--- src/pie_pkg.sv ---
// Package for the peripheral interrupt enable mask block.
// Assumes an AXI4-Lite master with 32-bit data on the core clock.
package pie_pkg;
   // ********************************************************
   // Register map
   // ********************************************************
   localparam logic [3:0] ENABLE_OFFSET = 4'h0;
   localparam logic [3:0] FLAGS_OFFSET  = 4'h4;
   localparam logic [3:0] REQ_OFFSET    = 4'h8;
   localparam logic [7:0] ENABLE_RESET  = 8'h00;
   localparam logic [7:0] FLAGS_RESET   = 8'h00;
   localparam logic [7:0] LIVE_MASK     = 8'h3f;
   localparam int         RX_BIT        = 5;
   localparam int         TX_BIT        = 4;
   localparam int         SYNC_BIT      = 3;
   localparam int         CAPCOMP_BIT   = 2;
   localparam int         TIMER2_BIT    = 1;
   localparam int         TIMER1_BIT    = 0;
   localparam logic [1:0] RESP_OKAY     = 2'h0;
   localparam logic [1:0] RESP_SLVERR   = 2'h2;

   typedef struct packed {
      logic [3:0]  awaddr;
      logic        awvalid;
      logic [31:0] wdata;
      logic [3:0]  wstrb;
      logic        wvalid;
      logic        bready;
      logic [3:0]  araddr;
      logic        arvalid;
      logic        rready;
   } pie_axi_req_type;

   typedef struct packed {
      logic        awready;
      logic        wready;
      logic [1:0]  bresp;
      logic        bvalid;
      logic        arready;
      logic [31:0] rdata;
      logic [1:0]  rresp;
      logic        rvalid;
   } pie_axi_rsp_type;
endpackage

--- src/pie_top.sv ---
// Peripheral interrupt enable mask with its companion flag register.
// Assumes an AXI4-Lite master; event pulses come from the core clock domain.
//
// Notes on behaviour
// - Enable bits 7 and 6 reserved, read zero
// - Bit 5 enables serial receive interrupt
// - Bit 4 enables serial transmit interrupt
// - Bit 3 enables sync serial port interrupt
// - Bit 2 enables capture/compare one interrupt
// - Bit 1 enables timer two match interrupt
// - Bit 0 enables timer one overflow interrupt
// - Enable bits 5 to 0 read/write, all enable bits reset zero
// - Flag bits 7 and 6 never set
// - Sync port flag at flag bit three
`timescale 1ns/1ps
module pie_top (
   input  wire logic                     clock,
   input  wire logic                     reset_n,
   input  wire pie_pkg::pie_axi_req_type axi_req,
   output pie_pkg::pie_axi_rsp_type      axi_rsp,
   input  wire logic [5:0]               event_pulse,
   output logic [7:0]                    peripheral_interrupt_enable,
   output logic [7:0]                    peripheral_interrupt_flags,
   output logic                          peripheral_irq
);
   // ********************************************************
   // State
   // ********************************************************
   typedef struct packed {
      logic [7:0]  enable;
      logic [7:0]  flags;
      logic        aw_held;
      logic [3:0]  aw_addr;
      logic        w_held;
      logic [31:0] w_data;
      logic [3:0]  w_strb;
      logic        bvalid;
      logic [1:0]  bresp;
      logic        rvalid;
      logic [31:0] rdata;
      logic [1:0]  rresp;
   } pie_state_type;

   pie_state_type state_q;
   pie_state_type state_d;
   logic [5:0]    source_req;
   logic [7:0]    wmask;
   logic          do_write;
   logic          flags_wr;

   // ********************************************************
   // Request gating
   // ********************************************************
   genvar g;
   generate
      for (g = 0; g < 6; g++) begin : gen_src
         pie_mask_bit u_bit (
            .flag    (state_q.flags[g]),
            .enable  (state_q.enable[g]),
            .request (source_req[g])
         );
      end
   endgenerate

   assign peripheral_irq              = |source_req;
   assign peripheral_interrupt_enable = state_q.enable;
   assign peripheral_interrupt_flags  = state_q.flags;

   assign axi_rsp.awready = ~state_q.aw_held & ~state_q.bvalid;
   assign axi_rsp.wready  = ~state_q.w_held & ~state_q.bvalid;
   assign axi_rsp.bvalid  = state_q.bvalid;
   assign axi_rsp.bresp   = state_q.bresp;
   assign axi_rsp.arready = ~state_q.rvalid;
   assign axi_rsp.rvalid  = state_q.rvalid;
   assign axi_rsp.rdata   = state_q.rdata;
   assign axi_rsp.rresp   = state_q.rresp;

   // ********************************************************
   // Next state
   // ********************************************************
   always_comb begin
      state_d  = state_q;
      wmask    = 8'h00;
      do_write = 1'h0;
      flags_wr = 1'h0;
      if (axi_req.awvalid && axi_rsp.awready) begin
         state_d.aw_held = 1'h1;
         state_d.aw_addr = axi_req.awaddr;
      end
      if (axi_req.wvalid && axi_rsp.wready) begin
         state_d.w_held = 1'h1;
         state_d.w_data = axi_req.wdata;
         state_d.w_strb = axi_req.wstrb;
      end
      if (state_q.aw_held && state_q.w_held) begin
         do_write        = 1'h1;
         wmask           = state_q.w_strb[0] ? pie_pkg::LIVE_MASK : 8'h00;
         state_d.aw_held = 1'h0;
         state_d.w_held  = 1'h0;
         state_d.bvalid  = 1'h1;
         state_d.bresp   = pie_pkg::RESP_OKAY;
         case (state_q.aw_addr)
            pie_pkg::ENABLE_OFFSET: begin
               // Only the enable changes here
               state_d.enable = (state_q.enable & ~wmask) | (state_q.w_data[7:0] & wmask);
            end
            pie_pkg::FLAGS_OFFSET: begin
               flags_wr = 1'h1;
            end
            pie_pkg::REQ_OFFSET: begin
               state_d.bresp = pie_pkg::RESP_OKAY;
            end
            default: begin
               state_d.bresp = pie_pkg::RESP_SLVERR;
            end
         endcase
      end
      // Software writes the flags; events win over clears
      if (flags_wr) begin
         state_d.flags = (state_q.flags & ~wmask) | (state_q.w_data[7:0] & wmask);
      end
      state_d.flags = (state_d.flags | {2'h0, event_pulse}) & pie_pkg::LIVE_MASK;
      if (state_q.bvalid && axi_req.bready) begin
         state_d.bvalid = 1'h0;
      end
      if (state_q.rvalid && axi_req.rready) begin
         state_d.rvalid = 1'h0;
      end
      if (axi_req.arvalid && axi_rsp.arready) begin
         state_d.rvalid = 1'h1;
         state_d.rresp  = pie_pkg::RESP_OKAY;
         state_d.rdata  = 32'h0000_0000;
         case (axi_req.araddr)
            pie_pkg::ENABLE_OFFSET: state_d.rdata[7:0] = state_q.enable;
            pie_pkg::FLAGS_OFFSET:  state_d.rdata[7:0] = state_q.flags;
            pie_pkg::REQ_OFFSET:    state_d.rdata[0]   = peripheral_irq;
            default:                state_d.rresp      = pie_pkg::RESP_SLVERR;
         endcase
      end
   end

   always_ff @(posedge clock) begin
      if (!reset_n) begin
         state_q        <= '0;
         state_q.enable <= pie_pkg::ENABLE_RESET;
         state_q.flags  <= pie_pkg::FLAGS_RESET;
      end else begin
         state_q <= state_d;
      end
   end
endmodule

--- src/pie_mask_bit.sv ---
// One source: gates a flag with its enable.
// Assumes flag and enable on the core clock.
`timescale 1ns/1ps
module pie_mask_bit (
   input  wire logic flag,
   input  wire logic enable,
   output logic      request
);
   assign request = flag & enable;
endmodule

--- config.mk ---
export PLATFORM = sky130hd
export DESIGN_NAME = pie_top
export DESIGN_NICKNAME = d
export VERILOG_FILES = /design/src/pie_pkg.sv /design/src/pie_top.sv /design/src/pie_mask_bit.sv
export SDC_FILE = /design/constraint.sdc
export NUM_CORES = 1
export LEC_CHECK = 0
export BUFFER_PORTS_ARGS = -buffer_cell sky130_fd_sc_hd__buf_2
export CAP_MARGIN = 5
export CORE_MARGIN = 2
export CORE_UTILIZATION = 45
export CTS_BUF_LIST = sky130_fd_sc_hd__clkbuf_2 sky130_fd_sc_hd__clkbuf_4 sky130_fd_sc_hd__clkbuf_8
export CTS_CLUSTER_SIZE = 30
export DETAILED_ROUTE_END_ITERATION = 7
export HOLD_SLACK_MARGIN = 0.05
export PLACE_DENSITY_LB_ADDON = 0.15
export SLEW_MARGIN = 20
export SYNTH_ARGS = -nofsm -noshare
export SYNTH_HDL_FRONTEND = slang
export SYNTH_SLANG_ARGS = --single-unit
--- constraint.sdc ---
create_clock -name clock -period 1.8 [get_ports clock]
set_clock_uncertainty 0.05 [all_clocks]
set_input_delay 0.27 -clock clock [delete_from_list [all_inputs] [get_ports clock]]
set_output_delay 0.27 -clock clock [all_outputs]
set_load 0.01 [all_outputs]
==> results.md, run 1 <==
* Chip Width at 70.8 um
* Share of layout cells above drive strength 1 at 0.297
* Placer Congestion at 0.688
* All-Layer GR Usage at 0.155
* Slew HR at 0.635
* Setup Total Neg Slack at 0 ns
* Synth-to-layout area growth at 5.36%
* Most common cell after layout, fill and taps aside: buf_2
* Hold Violations, Final at 0
* Library cells used by synthesis at 35
* # setup viols final at 0
* Cell Pwr Density at 825 nW/um2
* Quantity of gates resized following cts at 0
* RR Startpoint: state_q[79]
* DR DRC count at 0
* HPWL Detailed at roughly 2800 um
* Post-Synthesis Cells at 218
* Worst-margin pin slew at 0.544 ns
* Synth async-reset ratio at 0
* Sink Count at 35
* Drt initial violations at 26
* N_diodes at 0
* Top FF cell, synth: dfxtp_1
* Routed vias at 1,426
* Post-Syn Area at 2010 um2
* Initial antenna violation count at 0
* Yosys warns at 0
* Peak supply drop at 0.647 mV
* Die H at 70.8 um
* Hold Path Cell Cnt at 3
* Period minus WS final at roughly 1.5 ns
* Setup bufs post-CTS at 0
* Worst R2R Setup Slack at 0.45 ns
* H-Tree Depth at 2
* WL per Instance at between 10 and 15 um
* ANT nets after route at 0
* Nets@finish at 305
* Core Area at 4320 um2
* Reg2reg end: peripheral_interrupt_flags[3]
* Worst-Skew Late Latency at 0.29 ns
* Crit Path Category: flop to primary output
* CTS root buffer: clkbuf_8
* Required @ worst endpoint at 1.48 ns
* Starting density of the core at 0.464
* Post-Place Setup Slack at 0.453 ns
* Global route overflow at 0
* Crit start category: flop
* Port Buffers at 53
* Placed Cells at about 290
* Worst-path clk slew at approximately 0.070 ns
* First-pass GRT wire length at approximately 6000 um
* WHS Endpoint: state_q[43]
* CTS Hold Bufs at 0
* Longest Clk Path Bufs at 2
* Seq cells post-synth at 35
* Number of synthesized flops with an enable pin at 0
* Tcrit/Tclk final at 0.827
* Row count at 24
* Outcome: finished clean
* CP max FO at 4
* Final WS setup at 0.311 ns
* Synth top area share at 0.349
* Non-filler instance count after layout at approximately 300
* CP arrival at 1.17 ns
* CP endpoint kind: primary output
* Part of the Yosys area used for sequential elements at 0.349
* TritonCTS clock tree: built
* Synth area leaders: dfxtp_1, buf_4, mux2i_1
* Worst hold start: axi_req[13]
* RSZ-0062 raised after global routing: no
* Lkg Pwr at 0.000970 uW
* Drt pass-1 iters at 4
* Largest area contributor in the netlist: dfxtp_1
* Reg2Reg Depth at 3
* Mean Syn Cell Area at 9.21 um2
* Largest net degree at the start of global routing at 29
* Hold crit path type: input pin to flop
* Most frequent cells in the layout: buf_2, dfxtp_1, conb_1, nand3_1, nor2b_1
* Die Area at 5010 um2
* Max-Cap Viols at 0
* Achievable Freq at 672 MHz
* Clock buffer count from CTS at 5
* Number of global-route vias before repair at 1,277
* Total Wirelength at 3580 um
* Fin Hold WS at 0.184 ns
* IO Count at about 120
* DR vias/cell at roughly 4.7
* Max-slew violation count at 0
* Final core utilization at 0.489
where the power goes:
group / internal (uW) / switching (uW) / leakage [uW]
Clock: 364 / 272 / 0.0000549
Sequential: 813 / 46.4 / 0.000287
Combinational: 114 / 136 / 0.000628
Total: 1290 / 455 / 0.000970
metal layers:
metal / wire length, um / global-route usage / vias up
met1: 1660 / 0.200 / 632
met4: 64 / 0.0629 / 0
met5: 0 / 0 / -
met2: 1560 / 0.233 / 53
met3: 292 / 0.0598 / 6
li1: - / - / 735
cell usage after synthesis (all sizes together) (2+ instances only):
| cell | count |
|---|---|
| clkbuf | 4 |
| nand2 | 8 |
| nor3 | 2 |
| nor2b | 14 |
| dfxtp | 35 |
| o311a | 6 |
| mux2 | 5 |
| nor2 | 9 |
| o21a | 2 |
| buf | 60 |
| a2111oi | 2 |
| and2 | 2 |
| mux2i | 13 |
| a21boi | 11 |
| or3 | 2 |
| nor3b | 4 |
| a22oi | 3 |
| o21ai | 7 |
| nand3 | 18 |
how the worst max path moves through the flow:
stage / startpoint / end / slack [ns]
2_1_floorplan: state_q[79] / peripheral_interrupt_flags[0] / 0.53
3_3_place_gp: state_q[79] / peripheral_interrupt_flags[2] / 0.46
3_5_place_dp: state_q[79] / peripheral_interrupt_flags[3] / 0.45
4_1_cts: peripheral_interrupt_flags[1] / peripheral_irq / 0.29
5_1_grt: peripheral_interrupt_flags[1] / peripheral_irq / 0.21
6_report: peripheral_interrupt_flags[1] / peripheral_irq / 0.31
kinds of logic after synthesis:
kind of cell           count (synthesis)  synth area share
other                                  1           0.00187
and+or+nand+nor                       64             0.190
DFF                                   35             0.349
buffers and inverters                 65             0.234
muxes                                 18            0.0928
AOI/OAI and AO/OA                     35             0.133
layout make-up:
type	count	area (um2)
sequential	35	701
timing repair buffer	56	288
multi-input combinational	149	955
fill	452	2210
tap	52	65.1
inverter	1	3.75
clock buffer	8	104
metrics by stage:
stage / instance area [um2] / power (uW)
final: 2120 / 1750
after global routing: 2120 / 1850
after global placement: 2010 / 1130
after CTS: 2120 / 1780
after detailed placement: 2010 / 1130
after floorplan: 2120 / 1110
critical path, cell delays in order (launching register included):
cell     delay, ns
dfxtp_1       0.34
a22oi_1       0.23
nand3_1       0.14
buf_2         0.17
(Power assumes the default switching activity.)
==> inputs of run 2 (changes only) <==
ABC_AREA = 1   (was not set)
CORE_UTILIZATION = 44   (was 45)
clock period = 1.4 ns   (was 1.8 ns; I/O delays follow)
==> run 2 against run 1 <==
  * Worst setup slack got worse by 0.25 ns
  * First-iteration DRC count rose by 140%
  * Highest routed layer unchanged
  * Critical path depth rose by 2
  * Cell count rose by 13%
  * Critical path type unchanged
  * Clock-buffer cell count fell by 1
==> results.md, run 2 <==
* Switch Pwr at 632 uW (+39%)
* Crit Path Category: flop to primary output
* Outcome: finished clean
* Die H at 69.5 um (-1.8%)
* Nets@finish at 347 (+14%)
* DR vias/cell at 4.29 (-9.5%)
* IO Count at 115 (unchanged)
* Final WS setup at 0.0627 ns (-0.248 ns)
* Drt pass-1 iters at 4 (unchanged)
* Required @ worst endpoint at 1.14 ns (-0.34 ns)
* Total power at 2270 uW (+30%)
* Post-Syn Area at 1890 um2 (-6.0%)
* Yosys warns at 0 (unchanged)
* Core Area at 4060 um2 (-6.2%)
* GRT met1 Usage at 0.181 (-0.0193)
* CP endpoint kind: primary output
* Share of layout cells above drive strength 1 at 0.268 (-0.0291)
* Row count at 23 (-4.2%)
* ANT nets after route at 0 (unchanged)
* Synth async-reset ratio at 0 (unchanged)
* Longest Clk Path Bufs at 2 (unchanged)
* Setup Total Neg Slack at 0 ns (unchanged)
* Synth area leaders: dfxtp_1, buf_4, nand2_1
* Number of global-route vias before repair at 1,270 (-0.55%)
* First-pass GRT wire length at 5610 um (-6.2%)
* Max-slew violation count at 0 (unchanged)
* Achievable Freq at 748 MHz
* Lkg Pwr at 0.00103 uW (+6.6%)
* Global routing usage on met2 at 0.230 (-0.00291)
* Top FF cell, synth: dfxtp_1
* Seq cells post-synth at 35 (unchanged)
* RSZ-0062 raised after global routing: no
* Global route overflow at 0 (unchanged)
* Reg power frac at 0.494 (+0.002)
* Part of the Yosys area used for sequential elements at 0.371 (+0.0222)
* Most frequent cells in the layout: buf_2, nand2_1, nor2_1, dfxtp_1, conb_1
* Synth top area share at 0.371 (+0.0222)
* Synth-to-layout area growth at 7.55%
* Number of synthesized flops with an enable pin at 0 (unchanged)
* CP max FO at 4 (unchanged)
* Post-Place Setup Slack at 0.180 ns (-0.273 ns)
* Library cells used by synthesis at 25 (-29%)
* Chip Width at 69.5 um (-1.8%)
* Starting density of the core at 0.465 (+0.000900)
* Largest net degree at the start of global routing at 16 (-45%)
* Sw Share at 0.278 (+0.0176)
* Worst-path clk slew at 0.07 ns (about the same)
* N_diodes at 0 (unchanged)
* All-Layer GR Usage at 0.145 (-0.00958)
* Die Area at 4830 um2 (-3.6%)
* Clock buffer count from CTS at 5 (unchanged)
* Cell Pwr Density at 1120 nW/um2 (+36%)
* Largest area contributor in the netlist: dfxtp_1
* Combinational power share at 0.149 (+0.006)
* TritonCTS clock tree: built
* Drt initial violations at 63 (+140%)
* DR DRC count at 0 (unchanged)
* Synth cell count leaders: buf_4, nand2_1, nor2_1
* Fin Hold WS at 0.120 ns (-0.0644 ns)
* Total Wirelength at 3410 um (-4.8%)
* Port Buffers at 53 (unchanged)
* Mean Syn Cell Area at 7.40 um2 (-20%)
* CTS root buffer: clkbuf_8
* Crit start category: flop
* HPWL Detailed at 2730 um (-1.2%)
* Tcrit/Tclk final at 0.955
* Hold Violations, Final at 0 (unchanged)
* # setup viols final at 0 (unchanged)
* Peak supply drop at 0.602 mV (-7.0%)
* H-Tree Depth at 2 (unchanged)
* Final core utilization at 0.500 (+0.0112)
* Pint at 1640 uW (+27%)
* Routed vias at 1,462 (+2.5%)
* WL per Instance at 9.99 um (-16%)
* Most common cell after layout, fill and taps aside: buf_2
* Sink Count at 35 (unchanged)
* Initial antenna violation count at 0 (unchanged)
* Post-Synthesis Cells at 255 (+17%)
* Placer Congestion at 0.720 (+4.6%)
* Clk pwr share at 0.357 (-0.007)
* Layer with the highest usage: met2
* Period minus WS final at 1.34 ns
* CP arrival at 1.08 ns (-0.09 ns)
* Worst-Skew Late Latency at 0.29 ns (about the same)
* Hold crit path type: input pin to flop
* Max-Cap Viols at 0 (unchanged)
* Met3 usage at 0.0494 (-0.0104)
* Count leader, synth: buf_4
## run 2: cell types whose count changed after synthesis, moves of 13 or more
cell	change
a21oi_1	+13
inv_1	+19
mux2i_1	-13
nand2_1	+32
nor2_1	+27
nor2b_1	-14
o21ai_0	+18
## run 2: area by class of cell
type,instances,area (um2)
clock buffers,7,96.3
clock inverters,1,7.51
fillers,424,2030
inverters,24,96.3
multi-input cells,169,782
flip-flops and latches,35,703
well taps,50,62.6
repair buffers,55,283
## run 2: critical path: stages (launching register included)
cell	delay, ns
dfxtp_1	0.34
nand2_1	0.08
nand2_1	0.05
nor2_1	0.09
nand2_1	0.09
buf_2	0.15
## run 2: metrics by stage
step           cells  instance area [um2]
6_report         341                 2030
5_1_grt          341                 2030
4_1_cts          341                 2030
3_5_place_dp     332                 1910
3_3_place_gp     332                 1910
2_1_floorplan    286                 2000
## run 2: cell families after synthesis
logic type             synth area share
flip-flops                        0.371
AND/OR/NAND/NOR                   0.222
other                           0.00199
AO/OA/AOI/OAI                     0.129
buffers and inverters             0.276
## run 2: final timing paths
path | start | to | slack [ns] | cells after the start
max | peripheral_interrupt_flags[4] | peripheral_irq | 0.06 | 5
min | axi_req[48] | state_q[78] | 0.12 | 3
max reg2reg | axi_rsp[0] | axi_rsp[5] | 0.18 | 6
min reg2reg | state_q[75] | state_q[75] | 0.41 | 2
## run 2: power groups by stage
| stage | registers [uW] | logic (uW) | clock network, uW |
|---|---|---|---|
| floorplan | 1130 | 340 | 0 |
| global placement | 1140 | 335 | 0 |
| detailed placement | 1150 | 339 | 0 |
| CTS | 1120 | 342 | 846 |
| global route | 1140 | 389 | 885 |
| finish | 1120 | 338 | 812 |
## run 2: timing repair
item | CTS | global route
hold buffers | 1 | 0
setup buffers | 0 | 0
gates resized for setup | 0 | 2
endpoints found under the setup margin | 0 | 1
endpoints found under the hold margin | 1 | 0
## run 2: per-layer routing
layer | up-vias | share of wire
met5 | - | 0
met4 | 0 | 0.014
met1 | 608 | 0.44
li1 | 795 | -
met3 | 6 | 0.081
met2 | 53 | 0.46
==> inputs of run 3 (changes only) <==
BUFFER_PORTS_ARGS = -buffer_cell sky130_fd_sc_hd__clkbuf_2   (was -buffer_cell sky130_fd_sc_hd__buf_2)
==> run 3 against run 2 <==
  * Register-to-register slack about the same
  * Clock-buffer cell count decreased by 1
  * Hold slack got worse by 0.017 ns
  * First-iteration DRC count increased by 13%
  * Global-route usage increased by 0.53 points
  * Clock power increased by 34%
  * Maximum frequency increased by 0.67%
  * Via count decreased by 0.68%
  * Wire length increased by 1.4%
  * Total power increased by 13%
  * Critical path type unchanged
  * Largest power group unchanged
  * Highest routed layer unchanged
==> results.md, run 3 (synthesized netlist as in run 2, its figures left out) <==
* Outcome: finished clean
* Setup Total Neg Slack at 0 ns (unchanged)
* Most common cell after layout, fill and taps aside: clkbuf_2
* Max-slew violation count at 0 (unchanged)
* TritonCTS clock tree: built
* Row count at 23 (unchanged)
* Hold crit path type: input pin to flop
* CTS root buffer: clkbuf_8
* Nets@finish at 347 (unchanged)
* Global route overflow at 0 (unchanged)
* Max-Cap Viols at 0 (unchanged)
* CP endpoint kind: primary output
* Clock buffer count from CTS at 5 (unchanged)
* Longest Clk Path Bufs at 2 (unchanged)
* Worst R2R Setup Slack at 0.19 ns (about the same)
* DR vias/cell at 4.26 (-0.68%)
* Tcrit/Tclk final at 0.949 (-0.00634)
* RR Startpoint: axi_rsp[0]
* N_diodes at 0 (unchanged)
* CP arrival at 1.07 ns (about the same)
* Final core utilization at 0.512 (+0.0111)
* Peak supply drop at 0.550 mV (-8.6%)
* Drt initial violations at 71 (+13%)
* All-Layer GR Usage at 0.151 (+0.00534)
* First-pass GRT wire length at 5810 um (+3.6%)
* Hold Violations, Final at 0 (unchanged)
* Sink Count at 35 (unchanged)
* Non-filler instance count after layout at 341 (unchanged)
* Crit Path Category: flop to primary output
* Reg2reg end: axi_rsp[8]
* Drt pass-1 iters at 4 (unchanged)
* Fin Hold WS at 0.102 ns (-0.0172 ns)
* CP max FO at 4 (unchanged)
* Routed vias at 1,452 (-0.68%)
* RSZ-0062 raised after global routing: no
* Period minus WS final at 1.33 ns (-0.00888 ns)
* # setup viols final at 0 (unchanged)
* Required @ worst endpoint at 1.14 ns (about the same)
* IO Count at 115 (unchanged)
* Placer Congestion at 0.721 (+0.11%)
* Die H at 69.5 um (unchanged)
* Total Wirelength at 3450 um (+1.4%)
* H-Tree Depth at 2 (unchanged)
* DR DRC count at 0 (unchanged)
* Achievable Freq at 753 MHz (+0.67%)
* Total power at 2560 uW (+13%)
* WL per Instance at 10.1 um (+1.4%)
* Worst-path clk slew at 0.07 ns (about the same)
* Starting density of the core at 0.465 (unchanged)
* Placed Cells at 332 (unchanged)
* HPWL Detailed at 2700 um (-1.1%)
* Core Area at 4060 um2 (unchanged)
* Share of layout cells above drive strength 1 at 0.296 (+0.0275)
* Cell Pwr Density at 1230 nW/um2 (+10%)
* ANT nets after route at 0 (unchanged)
* Port Buffers at 53 (unchanged)
* Worst hold start: event_pulse[3]
* Crit start category: flop
* Die Area at 4830 um2 (unchanged)
* Hold Path Cell Cnt at 3 (unchanged)
* WHS Endpoint: peripheral_interrupt_flags[3]
* Lkg Pwr at 0.00104 uW (+0.82%)
* Initial antenna violation count at 0 (unchanged)
* Chip Width at 69.5 um (unchanged)
* Number of global-route vias before repair at 1,308 (+3.0%)
* Largest net degree at the start of global routing at 15 (-1)
* Worst-Skew Late Latency at 0.29 ns (about the same)
* Fillers at 431 (+1.7%)
* Most frequent cells in the layout: clkbuf_2, nand2_1, nor2_1, conb_1, dfxtp_1
* Reg2Reg Depth at 5 (-1)
* Synth-to-layout area growth at 9.94%
-- run 3: cell types whose count changed in the layout (fill, tap and decap cells not counted) --
cell	delta
buf_2	-53
clkbuf_2	+53
dfxtp_1	-7
dfxtp_2	+7
bufinv_16	+2
clkbuf_8	-2
clkbuf_4	+1
inv_1	-1
-- run 3: critical path: stages (launching register included) --
cell	delay (ns)
dfxtp_1	0.39
nand2_1	0.06
nand2_1	0.07
nor2_1	0.04
nand2_1	0.09
clkbuf_2	0.14
-- run 3: how the worst max path moves through the flow --
stage | startpoint | end
floorplan | state_q[79] | state_q[75]
global placement | axi_rsp[0] | axi_rsp[7]
detailed placement | axi_rsp[0] | axi_rsp[7]
CTS | peripheral_interrupt_flags[2] | peripheral_irq
global route | flop | peripheral_irq
finish | flop | peripheral_irq
-- run 3: power breakdown --
part | internal, uW | switching (uW) | total, uW | leakage [uW]
Combinational | 125 | 215 | 340 | 0.000682
Sequential | 1070 | 55.9 | 1130 | 0.000291
Clock | 731 | 362 | 1090 | 0.0000688
Total | 1930 | 633 | 2560 | 0.00104
-- run 3: timing repair --
action / 4_1_cts / 5_1_grt
resized for setup: 0 / 10
hold buffers: 1 / 0
setup endpoints to repair: 0 / 2
hold endpoints to repair: 1 / 0
setup buffers: 0 / 0
-- run 3: metrics by stage --
step	worst slack, ns	cell area (um2)
global route	0.00427	2080
global placement	0.180	1910
detailed placement	0.175	1910
finish	0.0716	2080
floorplan	0.279	2000
CTS	0.0125	2060
-- run 3: metal layers --
layer,track usage,vias to the layer above,share of wire
met1,0.188,607,0.47
met3,0.0451,6,0.069
li1,-,790,-
met2,0.231,49,0.45
met5,0,-,0
met4,0.0850,0,0.018
-- run 3: cell type report --
| class | instances | area (um2) | share of cell area |
|---|---|---|---|
| Clock inverter | 2 | 60.1 | 0.0289 |
| Clock buffer | 6 | 76.3 | 0.0368 |
| Tap cell | 50 | 62.6 | 0.0301 |
| Sequential cell | 35 | 712 | 0.343 |
| Timing Repair Buffer | 55 | 283 | 0.136 |
| Multi-Input combinational cell | 169 | 782 | 0.377 |
| Inverter | 24 | 100 | 0.0482 |
